**src/rtl/crs_pkg.sv**
```systemverilog
package crs_pkg;

    // register select codes on the software port
    localparam logic [3:0] CRS_SEL_DATA0 = 4'h0;
    localparam logic [3:0] CRS_SEL_DATA1 = 4'h1;
    localparam logic [3:0] CRS_SEL_DATA2 = 4'h2;
    localparam logic [3:0] CRS_SEL_DATA3 = 4'h3;
    localparam logic [3:0] CRS_SEL_ADDR0 = 4'h4;
    localparam logic [3:0] CRS_SEL_ADDR1 = 4'h5;
    localparam logic [3:0] CRS_SEL_FRAME = 4'h6;
    localparam logic [3:0] CRS_SEL_PC = 4'h7;
    localparam logic [3:0] CRS_SEL_VTB = 4'h8;
    localparam logic [3:0] CRS_SEL_USP = 4'h9;
    localparam logic [3:0] CRS_SEL_ISP = 4'ha;
    localparam logic [3:0] CRS_SEL_SB = 4'hb;
    localparam logic [3:0] CRS_SEL_FLAG = 4'hc;

    // number of banked registers per bank
    localparam int CRS_BANK_REGS = 7;

    // flag word bit positions
    localparam int CRS_FLG_CARRY = 0;
    localparam int CRS_FLG_DEBUG = 1;
    localparam int CRS_FLG_ZERO = 2;
    localparam int CRS_FLG_SIGN = 3;
    localparam int CRS_FLG_BANK = 4;
    localparam int CRS_FLG_OVF = 5;
    localparam int CRS_FLG_IEN = 6;
    localparam int CRS_FLG_USTK = 7;
    localparam int CRS_FLG_IPL_LO = 12;

    // implemented flag bits: 0..7 and 12..14
    localparam logic [15:0] CRS_FLG_MASK = 16'h70ff;

    // reset values
    localparam logic [15:0] CRS_RST_WORD = 16'h0000;
    localparam logic [19:0] CRS_RST_PC = 20'h00000;
    localparam logic [15:0] CRS_RST_FLAG = 16'h0000;

    // software interrupt vectors below this switch stacks
    localparam logic [5:0] CRS_SWI_STACK_LIMIT = 6'h20;

    // byte lane select for the datapath write port
    typedef enum logic [2:0] {
        CRS_LANE_WORD = 3'b001,
        CRS_LANE_LOW = 3'b010,
        CRS_LANE_HIGH = 3'b100
    } crs_lane_type;

endpackage

```
**src/rtl/crs_bank.sv**
```systemverilog
`timescale 1ns/1ps
// one bank of the seven banked 16-bit registers
module crs_bank
    import crs_pkg::*;
(
    // clock and reset
    input wire logic clk_sys_i,
    input wire logic reset_i,
    // write port
    input wire logic wr_en_i,
    input wire logic [2:0] wr_idx_i,
    input wire logic [15:0] wr_mask_i,
    input wire logic [15:0] wr_data_i,
    // all registers out, flattened
    output logic [16*CRS_BANK_REGS-1:0] regs_o
);
    // register storage for this bank
    logic [15:0] bank_reg [CRS_BANK_REGS];

    // masked write keeps the untouched byte half
    always_ff @(posedge clk_sys_i) begin
        for (int i = 0; i < CRS_BANK_REGS; i++) begin
            if (reset_i) begin
                bank_reg[i] <= CRS_RST_WORD;
            end else if (wr_en_i && wr_idx_i == 3'(i)) begin
                bank_reg[i] <= (bank_reg[i] & ~wr_mask_i) | (wr_data_i & wr_mask_i);
            end
        end
    end

    // flatten for the read side
    always_comb begin
        for (int i = 0; i < CRS_BANK_REGS; i++) begin
            regs_o[16*i +: 16] = bank_reg[i];
        end
    end
endmodule

```
**src/rtl/crs_regset.sv**
```systemverilog
`timescale 1ns/1ps
// Operation
// - thirteen registers, seven duplicated in banks
// - four 16-bit data registers
// - data 0/1 byte halves written independently
// - data 2:0 and 3:1 form 32-bit pairs
// - address registers also serve as data
// - address 1:0 form 32-bit address
// - banked 16-bit frame base register
// - 20-bit program counter
// - 20-bit vector table base
// - stack select bit 7 picks stack pointer
// - interrupt or low soft vector clears stack select
// - 16-bit static base register
// - flag word holds eleven functional bits
// - bit 0 captures carry from alu
// - debug bit raises single step request
// - bit 2 zero result flag
// - bit 3 negative result flag
// - bit 4 selects register bank
// - bit 5 overflow flag
// - bit 6 enables interrupts, cleared on ack
// - accept interrupt above priority level only
// - bits 8 to 11 reserved
// - bit 15 reserved
module crs_regset
    import crs_pkg::*;
(
    // clock and reset
    input wire logic clk_sys_i,
    input wire logic reset_i,
    // software register port
    input wire logic [3:0] sw_addr_i,
    input wire logic [19:0] sw_wdata_i,
    input wire logic sw_wr_i,
    input wire logic sw_rd_i,
    output logic [19:0] sw_rdata_o,
    // datapath register write
    input wire logic dp_wr_i,
    input wire logic [3:0] dp_sel_i,
    input wire logic [2:0] dp_lane_i,
    input wire logic [15:0] dp_wdata_i,
    // alu condition update
    input wire logic alu_upd_i,
    input wire logic alu_carry_i,
    input wire logic [15:0] alu_result_i,
    input wire logic alu_ovf_i,
    // program counter load
    input wire logic pc_load_i,
    input wire logic [19:0] pc_value_i,
    // interrupt events
    input wire logic instr_done_i,
    input wire logic hw_int_ack_i,
    input wire logic step_ack_i,
    input wire logic swi_exec_i,
    input wire logic [5:0] swi_vector_i,
    input wire logic irq_req_i,
    input wire logic [2:0] irq_level_i,
    // datapath read views
    output logic [15:0] data_reg_0_o,
    output logic [15:0] data_reg_1_o,
    output logic [7:0] data_reg_0_high_o,
    output logic [7:0] data_reg_0_low_o,
    output logic [7:0] data_reg_1_high_o,
    output logic [7:0] data_reg_1_low_o,
    output logic [31:0] data_pair_low_o,
    output logic [31:0] data_pair_high_o,
    output logic [15:0] addr_reg_0_o,
    output logic [15:0] addr_reg_1_o,
    output logic [31:0] addr_pair_o,
    output logic [15:0] frame_base_o,
    output logic [15:0] static_base_o,
    output logic [15:0] stack_ptr_o,
    output logic [19:0] program_counter_o,
    output logic [19:0] vector_table_base_o,
    output logic [15:0] flag_word_o,
    // interrupt decisions
    output logic step_int_o,
    output logic irq_accept_o
);

    // mask for a lane choice, used by datapath writes only; software writes take the word
    function automatic logic [15:0] lane_mask(input logic [2:0] lane);
        logic [15:0] m;
        m = 16'h0000;
        case (lane)
            CRS_LANE_WORD: m = 16'hffff;
            CRS_LANE_LOW: m = 16'h00ff;
            CRS_LANE_HIGH: m = 16'hff00;
            default: m = 16'h0000;
        endcase
        return m;
    endfunction

    // non-banked state
    logic [19:0] pc_reg;
    logic [19:0] vtb_reg;
    logic [15:0] usp_reg;
    logic [15:0] isp_reg;
    logic [15:0] sb_reg;
    logic [15:0] flag_reg;
    logic [15:0] flag_next;
    logic [19:0] rdata_wide_reg;

    // combined write port: software wins over datapath in one cycle
    wire logic wr_any = sw_wr_i | dp_wr_i;
    wire logic [3:0] wr_sel = sw_wr_i ? sw_addr_i : dp_sel_i;
    wire logic [15:0] wr_data = sw_wr_i ? sw_wdata_i[15:0] : dp_wdata_i;
    // byte lanes only exist for data 0 and 1; other targets take the word
    wire logic byte_ok = (wr_sel == CRS_SEL_DATA0) || (wr_sel == CRS_SEL_DATA1);
    wire logic [15:0] wr_mask = (sw_wr_i || !byte_ok) ? 16'hffff : lane_mask(dp_lane_i);

    // banked write decode
    wire logic banked_hit = wr_any && (wr_sel <= CRS_SEL_FRAME);
    wire logic bank_sel = flag_reg[CRS_FLG_BANK];
    wire logic bank0_wr = banked_hit && !bank_sel;
    wire logic bank1_wr = banked_hit && bank_sel;

    logic [16*CRS_BANK_REGS-1:0] bank0_regs;
    logic [16*CRS_BANK_REGS-1:0] bank1_regs;

    crs_bank u_bank0 (
        .clk_sys_i(clk_sys_i),
        .reset_i(reset_i),
        .wr_en_i(bank0_wr),
        .wr_idx_i(wr_sel[2:0]),
        .wr_mask_i(wr_mask),
        .wr_data_i(wr_data),
        .regs_o(bank0_regs)
    );
    crs_bank u_bank1 (
        .clk_sys_i(clk_sys_i),
        .reset_i(reset_i),
        .wr_en_i(bank1_wr),
        .wr_idx_i(wr_sel[2:0]),
        .wr_mask_i(wr_mask),
        .wr_data_i(wr_data),
        .regs_o(bank1_regs)
    );

    wire logic [16*CRS_BANK_REGS-1:0] cur_regs = bank_sel ? bank1_regs : bank0_regs;

    assign data_reg_0_o = cur_regs[16*0 +: 16];
    assign data_reg_1_o = cur_regs[16*1 +: 16];
    // byte halves of data 0 and 1
    assign data_reg_0_high_o = data_reg_0_o[15:8];
    assign data_reg_0_low_o = data_reg_0_o[7:0];
    assign data_reg_1_high_o = data_reg_1_o[15:8];
    assign data_reg_1_low_o = data_reg_1_o[7:0];
    assign data_pair_low_o = {cur_regs[16*2 +: 16], data_reg_0_o};
    assign data_pair_high_o = {cur_regs[16*3 +: 16], data_reg_1_o};
    assign addr_reg_0_o = cur_regs[16*4 +: 16];
    assign addr_reg_1_o = cur_regs[16*5 +: 16];
    assign addr_pair_o = {addr_reg_1_o, addr_reg_0_o};
    assign frame_base_o = cur_regs[16*6 +: 16];
    assign static_base_o = sb_reg;
    assign stack_ptr_o = flag_reg[CRS_FLG_USTK] ? usp_reg : isp_reg;
    assign program_counter_o = pc_reg;
    assign vector_table_base_o = vtb_reg;
    assign flag_word_o = flag_reg;

    // single step request after each instruction
    assign step_int_o = flag_reg[CRS_FLG_DEBUG] && instr_done_i;
    assign irq_accept_o = irq_req_i && flag_reg[CRS_FLG_IEN]
                          && (irq_level_i > flag_reg[14:12]);

    // flat register write strobes
    wire logic flag_wr = wr_any && wr_sel == CRS_SEL_FLAG;
    wire logic swi_low = swi_exec_i && (swi_vector_i < CRS_SWI_STACK_LIMIT);

    // flag next value: write first, then hardware events on top
    always_comb begin
        flag_next = flag_reg;
        if (flag_wr) begin
            flag_next = wr_data & CRS_FLG_MASK;
        end
        if (alu_upd_i) begin
            flag_next[CRS_FLG_CARRY] = alu_carry_i;
            flag_next[CRS_FLG_ZERO] = (alu_result_i == 16'h0000);
            flag_next[CRS_FLG_SIGN] = alu_result_i[15];
            flag_next[CRS_FLG_OVF] = alu_ovf_i;
        end
        if (step_ack_i) begin
            flag_next[CRS_FLG_DEBUG] = 1'b0;
        end
        if (hw_int_ack_i || step_ack_i) begin
            flag_next[CRS_FLG_IEN] = 1'b0;
        end
        if (hw_int_ack_i || swi_low) begin
            flag_next[CRS_FLG_USTK] = 1'b0;
        end
    end

    // flag register; eleven live bits
    always_ff @(posedge clk_sys_i) begin
        if (reset_i) begin
            flag_reg <= CRS_RST_FLAG;
        end else begin
            flag_reg <= flag_next & CRS_FLG_MASK;
        end
    end

    always_ff @(posedge clk_sys_i) begin
        if (reset_i) begin
            pc_reg <= CRS_RST_PC;
        end else if (wr_any && wr_sel == CRS_SEL_PC) begin
            pc_reg <= sw_wr_i ? sw_wdata_i : {4'h0, dp_wdata_i};
        end else if (pc_load_i) begin
            pc_reg <= pc_value_i;
        end
    end

    always_ff @(posedge clk_sys_i) begin
        if (reset_i) begin
            vtb_reg <= CRS_RST_PC;
        end else if (wr_any && wr_sel == CRS_SEL_VTB) begin
            vtb_reg <= sw_wr_i ? sw_wdata_i : {4'h0, dp_wdata_i};
        end
    end

    // stack pointers and static base
    always_ff @(posedge clk_sys_i) begin
        if (reset_i) begin
            usp_reg <= CRS_RST_WORD;
            isp_reg <= CRS_RST_WORD;
            sb_reg <= CRS_RST_WORD;
        end else if (wr_any) begin
            if (wr_sel == CRS_SEL_USP) begin
                usp_reg <= wr_data;
            end
            if (wr_sel == CRS_SEL_ISP) begin
                isp_reg <= wr_data;
            end
            if (wr_sel == CRS_SEL_SB) begin
                sb_reg <= wr_data;
            end
        end
    end

    // read mux, registered so data appear one cycle after strobe
    logic [19:0] rd_mux;
    always_comb begin
        case (sw_addr_i)
            CRS_SEL_DATA0, CRS_SEL_DATA1, CRS_SEL_DATA2, CRS_SEL_DATA3,
            CRS_SEL_ADDR0, CRS_SEL_ADDR1, CRS_SEL_FRAME:
                rd_mux = {4'h0, cur_regs[16*sw_addr_i[2:0] +: 16]};
            CRS_SEL_PC: rd_mux = pc_reg;
            CRS_SEL_VTB: rd_mux = vtb_reg;
            CRS_SEL_USP: rd_mux = {4'h0, usp_reg};
            CRS_SEL_ISP: rd_mux = {4'h0, isp_reg};
            CRS_SEL_SB: rd_mux = {4'h0, sb_reg};
            CRS_SEL_FLAG: rd_mux = {4'h0, flag_reg};
            default: rd_mux = 20'h00000;
        endcase
    end

    // read data hold only in the cycle after the strobe
    always_ff @(posedge clk_sys_i) begin
        if (reset_i) begin
            rdata_wide_reg <= 20'h00000;
        end else begin
            rdata_wide_reg <= sw_rd_i ? rd_mux : 20'h00000;
        end
    end
    assign sw_rdata_o = rdata_wide_reg;

    // guards on the flag word
    // reserved flag bits never set
    a_flag_reserved_zero: assert property (@(posedge clk_sys_i) disable iff (reset_i)
        (flag_reg & ~CRS_FLG_MASK) == 16'h0000)
        else $error("reserved flag bit set");
    a_zero_flag_track: assert property (@(posedge clk_sys_i) disable iff (reset_i)
        alu_upd_i && !flag_wr |=> flag_reg[CRS_FLG_ZERO] == ($past(alu_result_i) == 16'h0000))
        else $error("zero flag mismatch");
    a_sign_flag_track: assert property (@(posedge clk_sys_i) disable iff (reset_i)
        alu_upd_i && !flag_wr |=> flag_reg[CRS_FLG_SIGN] == $past(alu_result_i[15]))
        else $error("sign flag mismatch");
    // carry and overflow follow the alu even over a software write
    a_carry_capture: assert property (@(posedge clk_sys_i) disable iff (reset_i)
        alu_upd_i |=> flag_reg[CRS_FLG_CARRY] == $past(alu_carry_i))
        else $error("carry flag mismatch");
    a_ovf_capture: assert property (@(posedge clk_sys_i) disable iff (reset_i)
        alu_upd_i |=> flag_reg[CRS_FLG_OVF] == $past(alu_ovf_i))
        else $error("overflow flag mismatch");

    // guards on interrupt side effects
    a_stack_sel_clear: assert property (@(posedge clk_sys_i) disable iff (reset_i)
        hw_int_ack_i || swi_low |=> !flag_reg[CRS_FLG_USTK])
        else $error("stack select not cleared");
    a_ien_clear_ack: assert property (@(posedge clk_sys_i) disable iff (reset_i)
        hw_int_ack_i |=> !flag_reg[CRS_FLG_IEN])
        else $error("enable not cleared on ack");
    a_debug_clear_ack: assert property (@(posedge clk_sys_i) disable iff (reset_i)
        step_ack_i |=> !flag_reg[CRS_FLG_DEBUG])
        else $error("debug flag not cleared on ack");
    a_irq_level_gate: assert property (@(posedge clk_sys_i) disable iff (reset_i)
        irq_accept_o |-> irq_level_i > flag_word_o[14:12])
        else $error("interrupt accepted at low level");
    // a write to the selected pointer shows on the stack output in the next cycle
    a_stack_ptr_pick: assert property (@(posedge clk_sys_i) disable iff (reset_i)
        sw_wr_i && (sw_addr_i == CRS_SEL_USP || sw_addr_i == CRS_SEL_ISP)
        && (sw_addr_i == CRS_SEL_USP) == flag_word_o[CRS_FLG_USTK]
        && !hw_int_ack_i && !swi_low
        |=> stack_ptr_o == $past(sw_wdata_i[15:0]))
        else $error("wrong stack pointer");

    // guards on register storage
    a_pc_load_take: assert property (@(posedge clk_sys_i) disable iff (reset_i)
        pc_load_i && !(wr_any && wr_sel == CRS_SEL_PC)
        |=> program_counter_o == $past(pc_value_i))
        else $error("pc load lost");
    a_byte_write_keep: assert property (@(posedge clk_sys_i) disable iff (reset_i)
        dp_wr_i && !sw_wr_i && dp_sel_i == CRS_SEL_DATA0 && dp_lane_i == CRS_LANE_LOW
        && !flag_wr && !alu_upd_i
        |=> data_reg_0_high_o == $past(data_reg_0_high_o))
        else $error("high byte disturbed");
    // the other bank held still, so its old word must show right away
    a_bank_switch_now: assert property (@(posedge clk_sys_i) disable iff (reset_i)
        $changed(flag_reg[CRS_FLG_BANK]) |-> data_reg_0_o == (flag_reg[CRS_FLG_BANK]
        ? $past(bank1_regs[15:0]) : $past(bank0_regs[15:0])))
        else $error("stale bank after switch");

    // main scenarios
    c_bank_switch: cover property (@(posedge clk_sys_i) $rose(flag_reg[CRS_FLG_BANK]));
    c_irq_accept: cover property (@(posedge clk_sys_i) irq_accept_o);
    c_step_int: cover property (@(posedge clk_sys_i) step_int_o);
    c_swi_low: cover property (@(posedge clk_sys_i) swi_low && flag_reg[CRS_FLG_USTK]);
    c_byte_write: cover property (@(posedge clk_sys_i) dp_wr_i && dp_lane_i != CRS_LANE_WORD);

endmodule

```
**config.mk**
```make
export PLATFORM = sky130hd
export DESIGN_NAME = crs_regset
export DESIGN_NICKNAME = d
export VERILOG_FILES = /design/src/rtl/crs_pkg.sv /design/src/rtl/crs_bank.sv /design/src/rtl/crs_regset.sv
export SDC_FILE = /design/constraint.sdc
export NUM_CORES = 1
export LEC_CHECK = 0
export ABC_CLOCK_PERIOD_IN_PS = 5200
export CORE_MARGIN = 3
export CORE_UTILIZATION = 40
export DETAILED_ROUTE_END_ITERATION = 16
export DONT_BUFFER_PORTS = 1
export PLACE_DENSITY_LB_ADDON = 0.3
export SETUP_SLACK_MARGIN = 0.4
export SYNTH_ARGS = -nofsm -noshare
export SYNTH_HDL_FRONTEND = slang
export SYNTH_SLANG_ARGS = --single-unit
export TNS_END_PERCENT = 50
```
**constraint.sdc**
```tcl
create_clock -name clk_sys_i -period 5.2 [get_ports clk_sys_i]
set_input_delay 0.78 -clock clk_sys_i [delete_from_list [all_inputs] [get_ports clk_sys_i]]
set_output_delay 0.78 -clock clk_sys_i [all_outputs]
set_load 0.01 [all_outputs]
```
# Word-level counts from Yosys, hierarchy flattened
# Memories as Yosys holds them, arrays and structs flattened.
# Index checks and enable logic that the tools add are counted.
[classes]
magnitude_cmp = 3
mux = 72
bitwise = 46
n_reduce_logical = 44
shift = 1
eq_ne = 28
[ops]
columns = ["operator", "count"]
rows = [
  ["2-to-1 mux 16 bit", 17],
  ["AND 16 bit", 15],
  ["bitwise OR 16 bit", 14],
  ["one-hot mux 20 bit (7 select lines)", 1],
  ["2-to-1 mux 112 bit", 1],
  ["variable part select 112 x 8 -> 16 bit", 1],
  ["2-to-1 mux 20 bit", 3],
  ["one-hot mux 16 bit (3 select lines)", 1],
  ["2-to-1 mux 1 bit", 46],
  ["equality test 4 bit (second input constant)", 10],
  ["logical AND 1 bit", 24],
  ["equality test 4 x 3 -> 1 bit (second input constant)", 5],
  ["zero test 16 bit", 1],
  ["inverter 16 bit", 1],
  ["bitwise OR 1 bit", 15],
  ["equality test 3 bit (second input constant)", 4],
  ["equality test 3 x 2 -> 1 bit (second input constant)", 3],
  ["equality test 4 x 1 -> 1 bit (second input constant)", 2],
  ["equality test 4 x 2 -> 1 bit (second input constant)", 2],
  ["zero test 4 bit", 2],
  ["OR reduction 2 bit", 4],
  ["OR reduction 7 bit", 1],
  ["equality test 3 x 1 -> 1 bit (second input constant)", 2],
  ["less-than comparator 6 bit (second input constant)", 1],
  ["other kinds (11)", 18],
]
[totals]
in_bits = 106
elab_cells = 207
out_inout_bits = 318
mem_bits_rw = 224
mem_count = 2
ff_bits = 119
[mem_list]
columns = ["memory", "words", "width", "read_ports", "rd_ports_with_merged_regs", "write_ports", "line", "text"]
rows = [
  ["u_bank0.bank_reg", 7, 16, 7, 0, 7, "crs_bank.sv:18", "logic [15:0] bank_reg [CRS_BANK_REGS];"],
  ["u_bank1.bank_reg", 7, 16, 7, 0, 7, "crs_bank.sv:18", ""],
]

# Longest topological paths before layout
[depth]
depth_word = 10
depth_mapped = 9
mapped_depth_nobuf = 6

# Modules after synthesis
# A second synthesis with hierarchy kept.
[hier_totals]
hier_cells = 1789
area_unflattened_um2 = 20747.4
[modules_own_cells]
columns = ["module", "seq_area_each_um2", "area_per_inst_um2", "n_inst", "cells_each"]
rows = [
  ["crs_bank", 3363.2, 5749.3, 2, 392],
  ["crs_regset", 2382.3, 9248.9, 1, 1005],
]

# Worst setup path after synthesis
# Ideal clock, no wire load.
[synth_timing]
path_kind = "in2reg"
startpoint = "input port sw_addr_i[2]"
endpoint = "memory u_bank0.bank_reg[2][0] (netlist: u_bank0.bank_reg[0][32]) (enable)"
stages = 7
arrival_ns = 2.624
required_ns = 4.808
slack_ns = 2.184
path_cell_list = "clkbuf_1 and3_1 nor2_1 nor2_1 or3_1 clkbuf_1 o21bai_1"
[synth_lines]
columns = ["item", "line", "text"]
rows = [
  ["start: declaration", "crs_regset.sv:33", "input wire logic [3:0] sw_addr_i,"],
  ["end: declaration", "crs_bank.sv:18", ""],
]

# Worst setup path in the final report
[layout_timing]
startpoint = "register flag_reg[4] (netlist: flag_word_o[4])"
endpoint = "output port data_pair_high_o[9]"
[layout_between]
elab_chain_cells = 1
[layout_rtl]
columns = ["item", "line", "text"]
rows = [
  ["start: declaration", "crs_regset.sv:101", "logic [15:0] flag_reg;"],
  ["start signal: assignment", "crs_regset.sv:199", "flag_reg <= flag_next & CRS_FLG_MASK;"],
  ["2-to-1 mux 112 bit", "crs_regset.sv:141", "wire logic [16*CRS_BANK_REGS-1:0] cur_regs = bank_sel ? bank1_regs : bank0_regs;"],
  ["end: declaration", "crs_regset.sv:67", "output logic [31:0] data_pair_high_o,"],
]
# Every way passes these cells.

==> metrics.cfg <==
[power]
power_leakage_nw=6.62
ir_drop_v=0.000175
total_power_mw=6.52
pwr_density_cell_mw_per_mm2=340

[worst_setup_path]
crit_arrival_ns=2.48
crit_type=reg -> out
crit_required_ns=4.42
crit_path_start_kind=flop
reg2reg_setup_slack_ns=2.06
r2r-start=flag_word_o[4]
end_kind=output port
worstPathMaxFanout=51
rr_worst_depth=6
rr_endpoint=sw_rdata_o[13]

[run_status]
status=finished, final reports clean

[floorplan]
die-area_sq_mm=0.0483
num_rows=77
core_area_sq_mm=0.0447
die_x_um=220
initial_utilization=0.409
die_h_um=220
io_pins=424

[route]
ant_nets=0
drt_iter0_markers=1958
vias=14000
drt-total-wl_um=65200
wl_per_cell_um=28.6
via_per_inst=6.16
drc=0
drt_pre_antenna_iters=6

[place]
globalplace.congestion=0.910
placed_cell_area_sq_mm=0.0179
port_buffers=0
dpl.hpwl_um=45400

[min_path]
min_to=flag_word_o[7]
min-delay-start=hw_int_ack_i
hold_path_depth=1
hp-class=in -> reg

[sta]
clock.fmax_ghz=0.307
drv_slew=0
rsz0062_at_grt=false
skew_ns=0.0197
finalHoldViolations=0
tns_ns=0
setup_viol=0
finalCritPeriodShare=0.626
min_period_ns=3.26
maxSlewHeadroom=0.203
worst_pin_slew_ns=1.19

[clock_network]
ctsResizeCount=0
post_cts_buffers=0
cts.clk_slew.worst_paths_ns=0.06
numClockSinks=343
cts_root_buf=clkbuf_16
clk_latency_ns=0.56
clk_path_buf_depth=3
cts_hold_buffers=0
cts_tree=yes
htreeDepth=2
cts_made_buffers=40

[synth]
synth-async-reset-ratio=0
synth_cells=1828
ys_warn_count=0
netlist_top_cells_area=edfxtp_1, dfxtp_1, mux2_2
synth-xor-area-share=0.000957
syn_avg_cell_area_sq_um=10.0
synth-compound-area-share=0.163
synth-seq-cells=343
synthAdderAreaFrac=0.00205
ys_seq_area_frac=0.498
synth_flop_cell=edfxtp_1
synth_mux_area_frac=0.136
synth-simple-area-share=0.119
synth.distinct_cells=70
synth_area_sq_mm=0.0183
synth_top_family_by_area=compound AO/OA/AOI/OAI gates
synth_top_cell_area_share=0.368
synth_top_cell_by_area=edfxtp_1
synth_edf_count=224

[layout]
nets=1766
fin_util=0.429
fin_area_sq_mm=0.0192
areaGrowthSynthToFinish_pct=4.81
drive_above_1_share=0.159
layout_common_cells=nor2_1, o21ai_0, edfxtp_1
final_common_cell=nor2_1

[global_route]
gr-usage-all-layers=0.259
grt_pass1_vias=13200
grt_pass1_wl_um=92400
grt-ovfl-total=0
grt_max_degree=121
grt_antenna_before_repair=0

[flow_run]
drv_cap=0

==> layer usage <==
| metal | GRT usage | vias up | part of all wire |
|---|---|---|---|
| met5 | 0 | - | 0 |
| met4 | 0.0974 | 0 | 0.038 |
| met3 | 0.0743 | 117 | 0.10 |
| met2 | 0.403 | 772 | 0.46 |
| met1 | 0.343 | 6957 | 0.40 |
| li1 | - | 6201 | - |
==> logic make-up after synthesis <==
| logic type | after synthesis |
|---|---|
| and+or+nand+nor | 512 |
| AOI/OAI and AO/OA | 484 |
| DFF | 343 |
| buffers and inverters | 259 |
| muxes | 224 |
| adders and majority gates | 3 |
| xor gates and xnor gates | 2 |
| other | 1 |
==> stage by stage <==
step,cells,setup slack [ns],hold WS [ns]
floorplan,1832,2.18,0.484
global placement,2207,1.99,0.493
finish,2280,1.94,0.297
global route,2279,1.88,0.283
CTS,2279,1.93,0.263
detailed placement,2207,1.91,0.501
==> critical path: stages, from the launching register on <==
cell	delay, ns
dfxtp_4	0.87
buf_4	0.49
mux2_2	0.50
==> worst max path at each step <==
stage	start	endpoint	slack, ns
final	flag_word_o[4]	data_pair_high_o[9]	1.94
after global routing	flag_word_o[4]	data_pair_high_o[9]	1.88
after CTS	flag_word_o[4]	data_pair_high_o[9]	1.93
after detailed placement	sw_wr_i	u_bank1.bank_reg[0][56]	1.91
after global placement	sw_wr_i	u_bank1.bank_reg[1][24]	1.99
after floorplan	sw_addr_i[2]	u_bank0.bank_reg[0][32]	2.18
==> synthesized netlist by cell type, drive strengths merged, types with 3 or more instances <==
library cell    n
a2111oi         3
a211oi         74
a21o            7
a21oi          42
a221o           5
a221oi          7
a22o            9
a22oi          22
a31oi           3
a32o            3
a32oi           5
and3            4
and3b           6
buf           177
clkbuf         73
dfxtp         119
edfxtp        224
ha              3
inv             8
mux2          153
mux2i          67
mux4            4
nand2          71
nand2b          6
nand3           8
nand3b          6
nand4           6
nor2          359
nor2b           9
nor3            9
nor3b           7
nor4            6
o211ai         10
o21ai         253
o21bai          8
o221ai          5
o22ai          16
or2             7
or3b            3
==> layout make-up <==
type,count,area (sq um)
inverter,9,33.8
clock buffer,58,1120
antenna,1,2.50
clock inverter,14,109
sequential,343,9110
timing repair buffer,33,260
tap,592,741
multi-input combinational,1230,7800
fill,4320,25500
==> power by group <==
part / total [mW] / switching (mW) / internal [mW]
sequential: 3.11 / 0.101 / 3.01
combinational: 0.712 / 0.495 / 0.216
clock: 2.70 / 1.15 / 1.55
No activity file was read; power rests on OpenSTA's default activity.
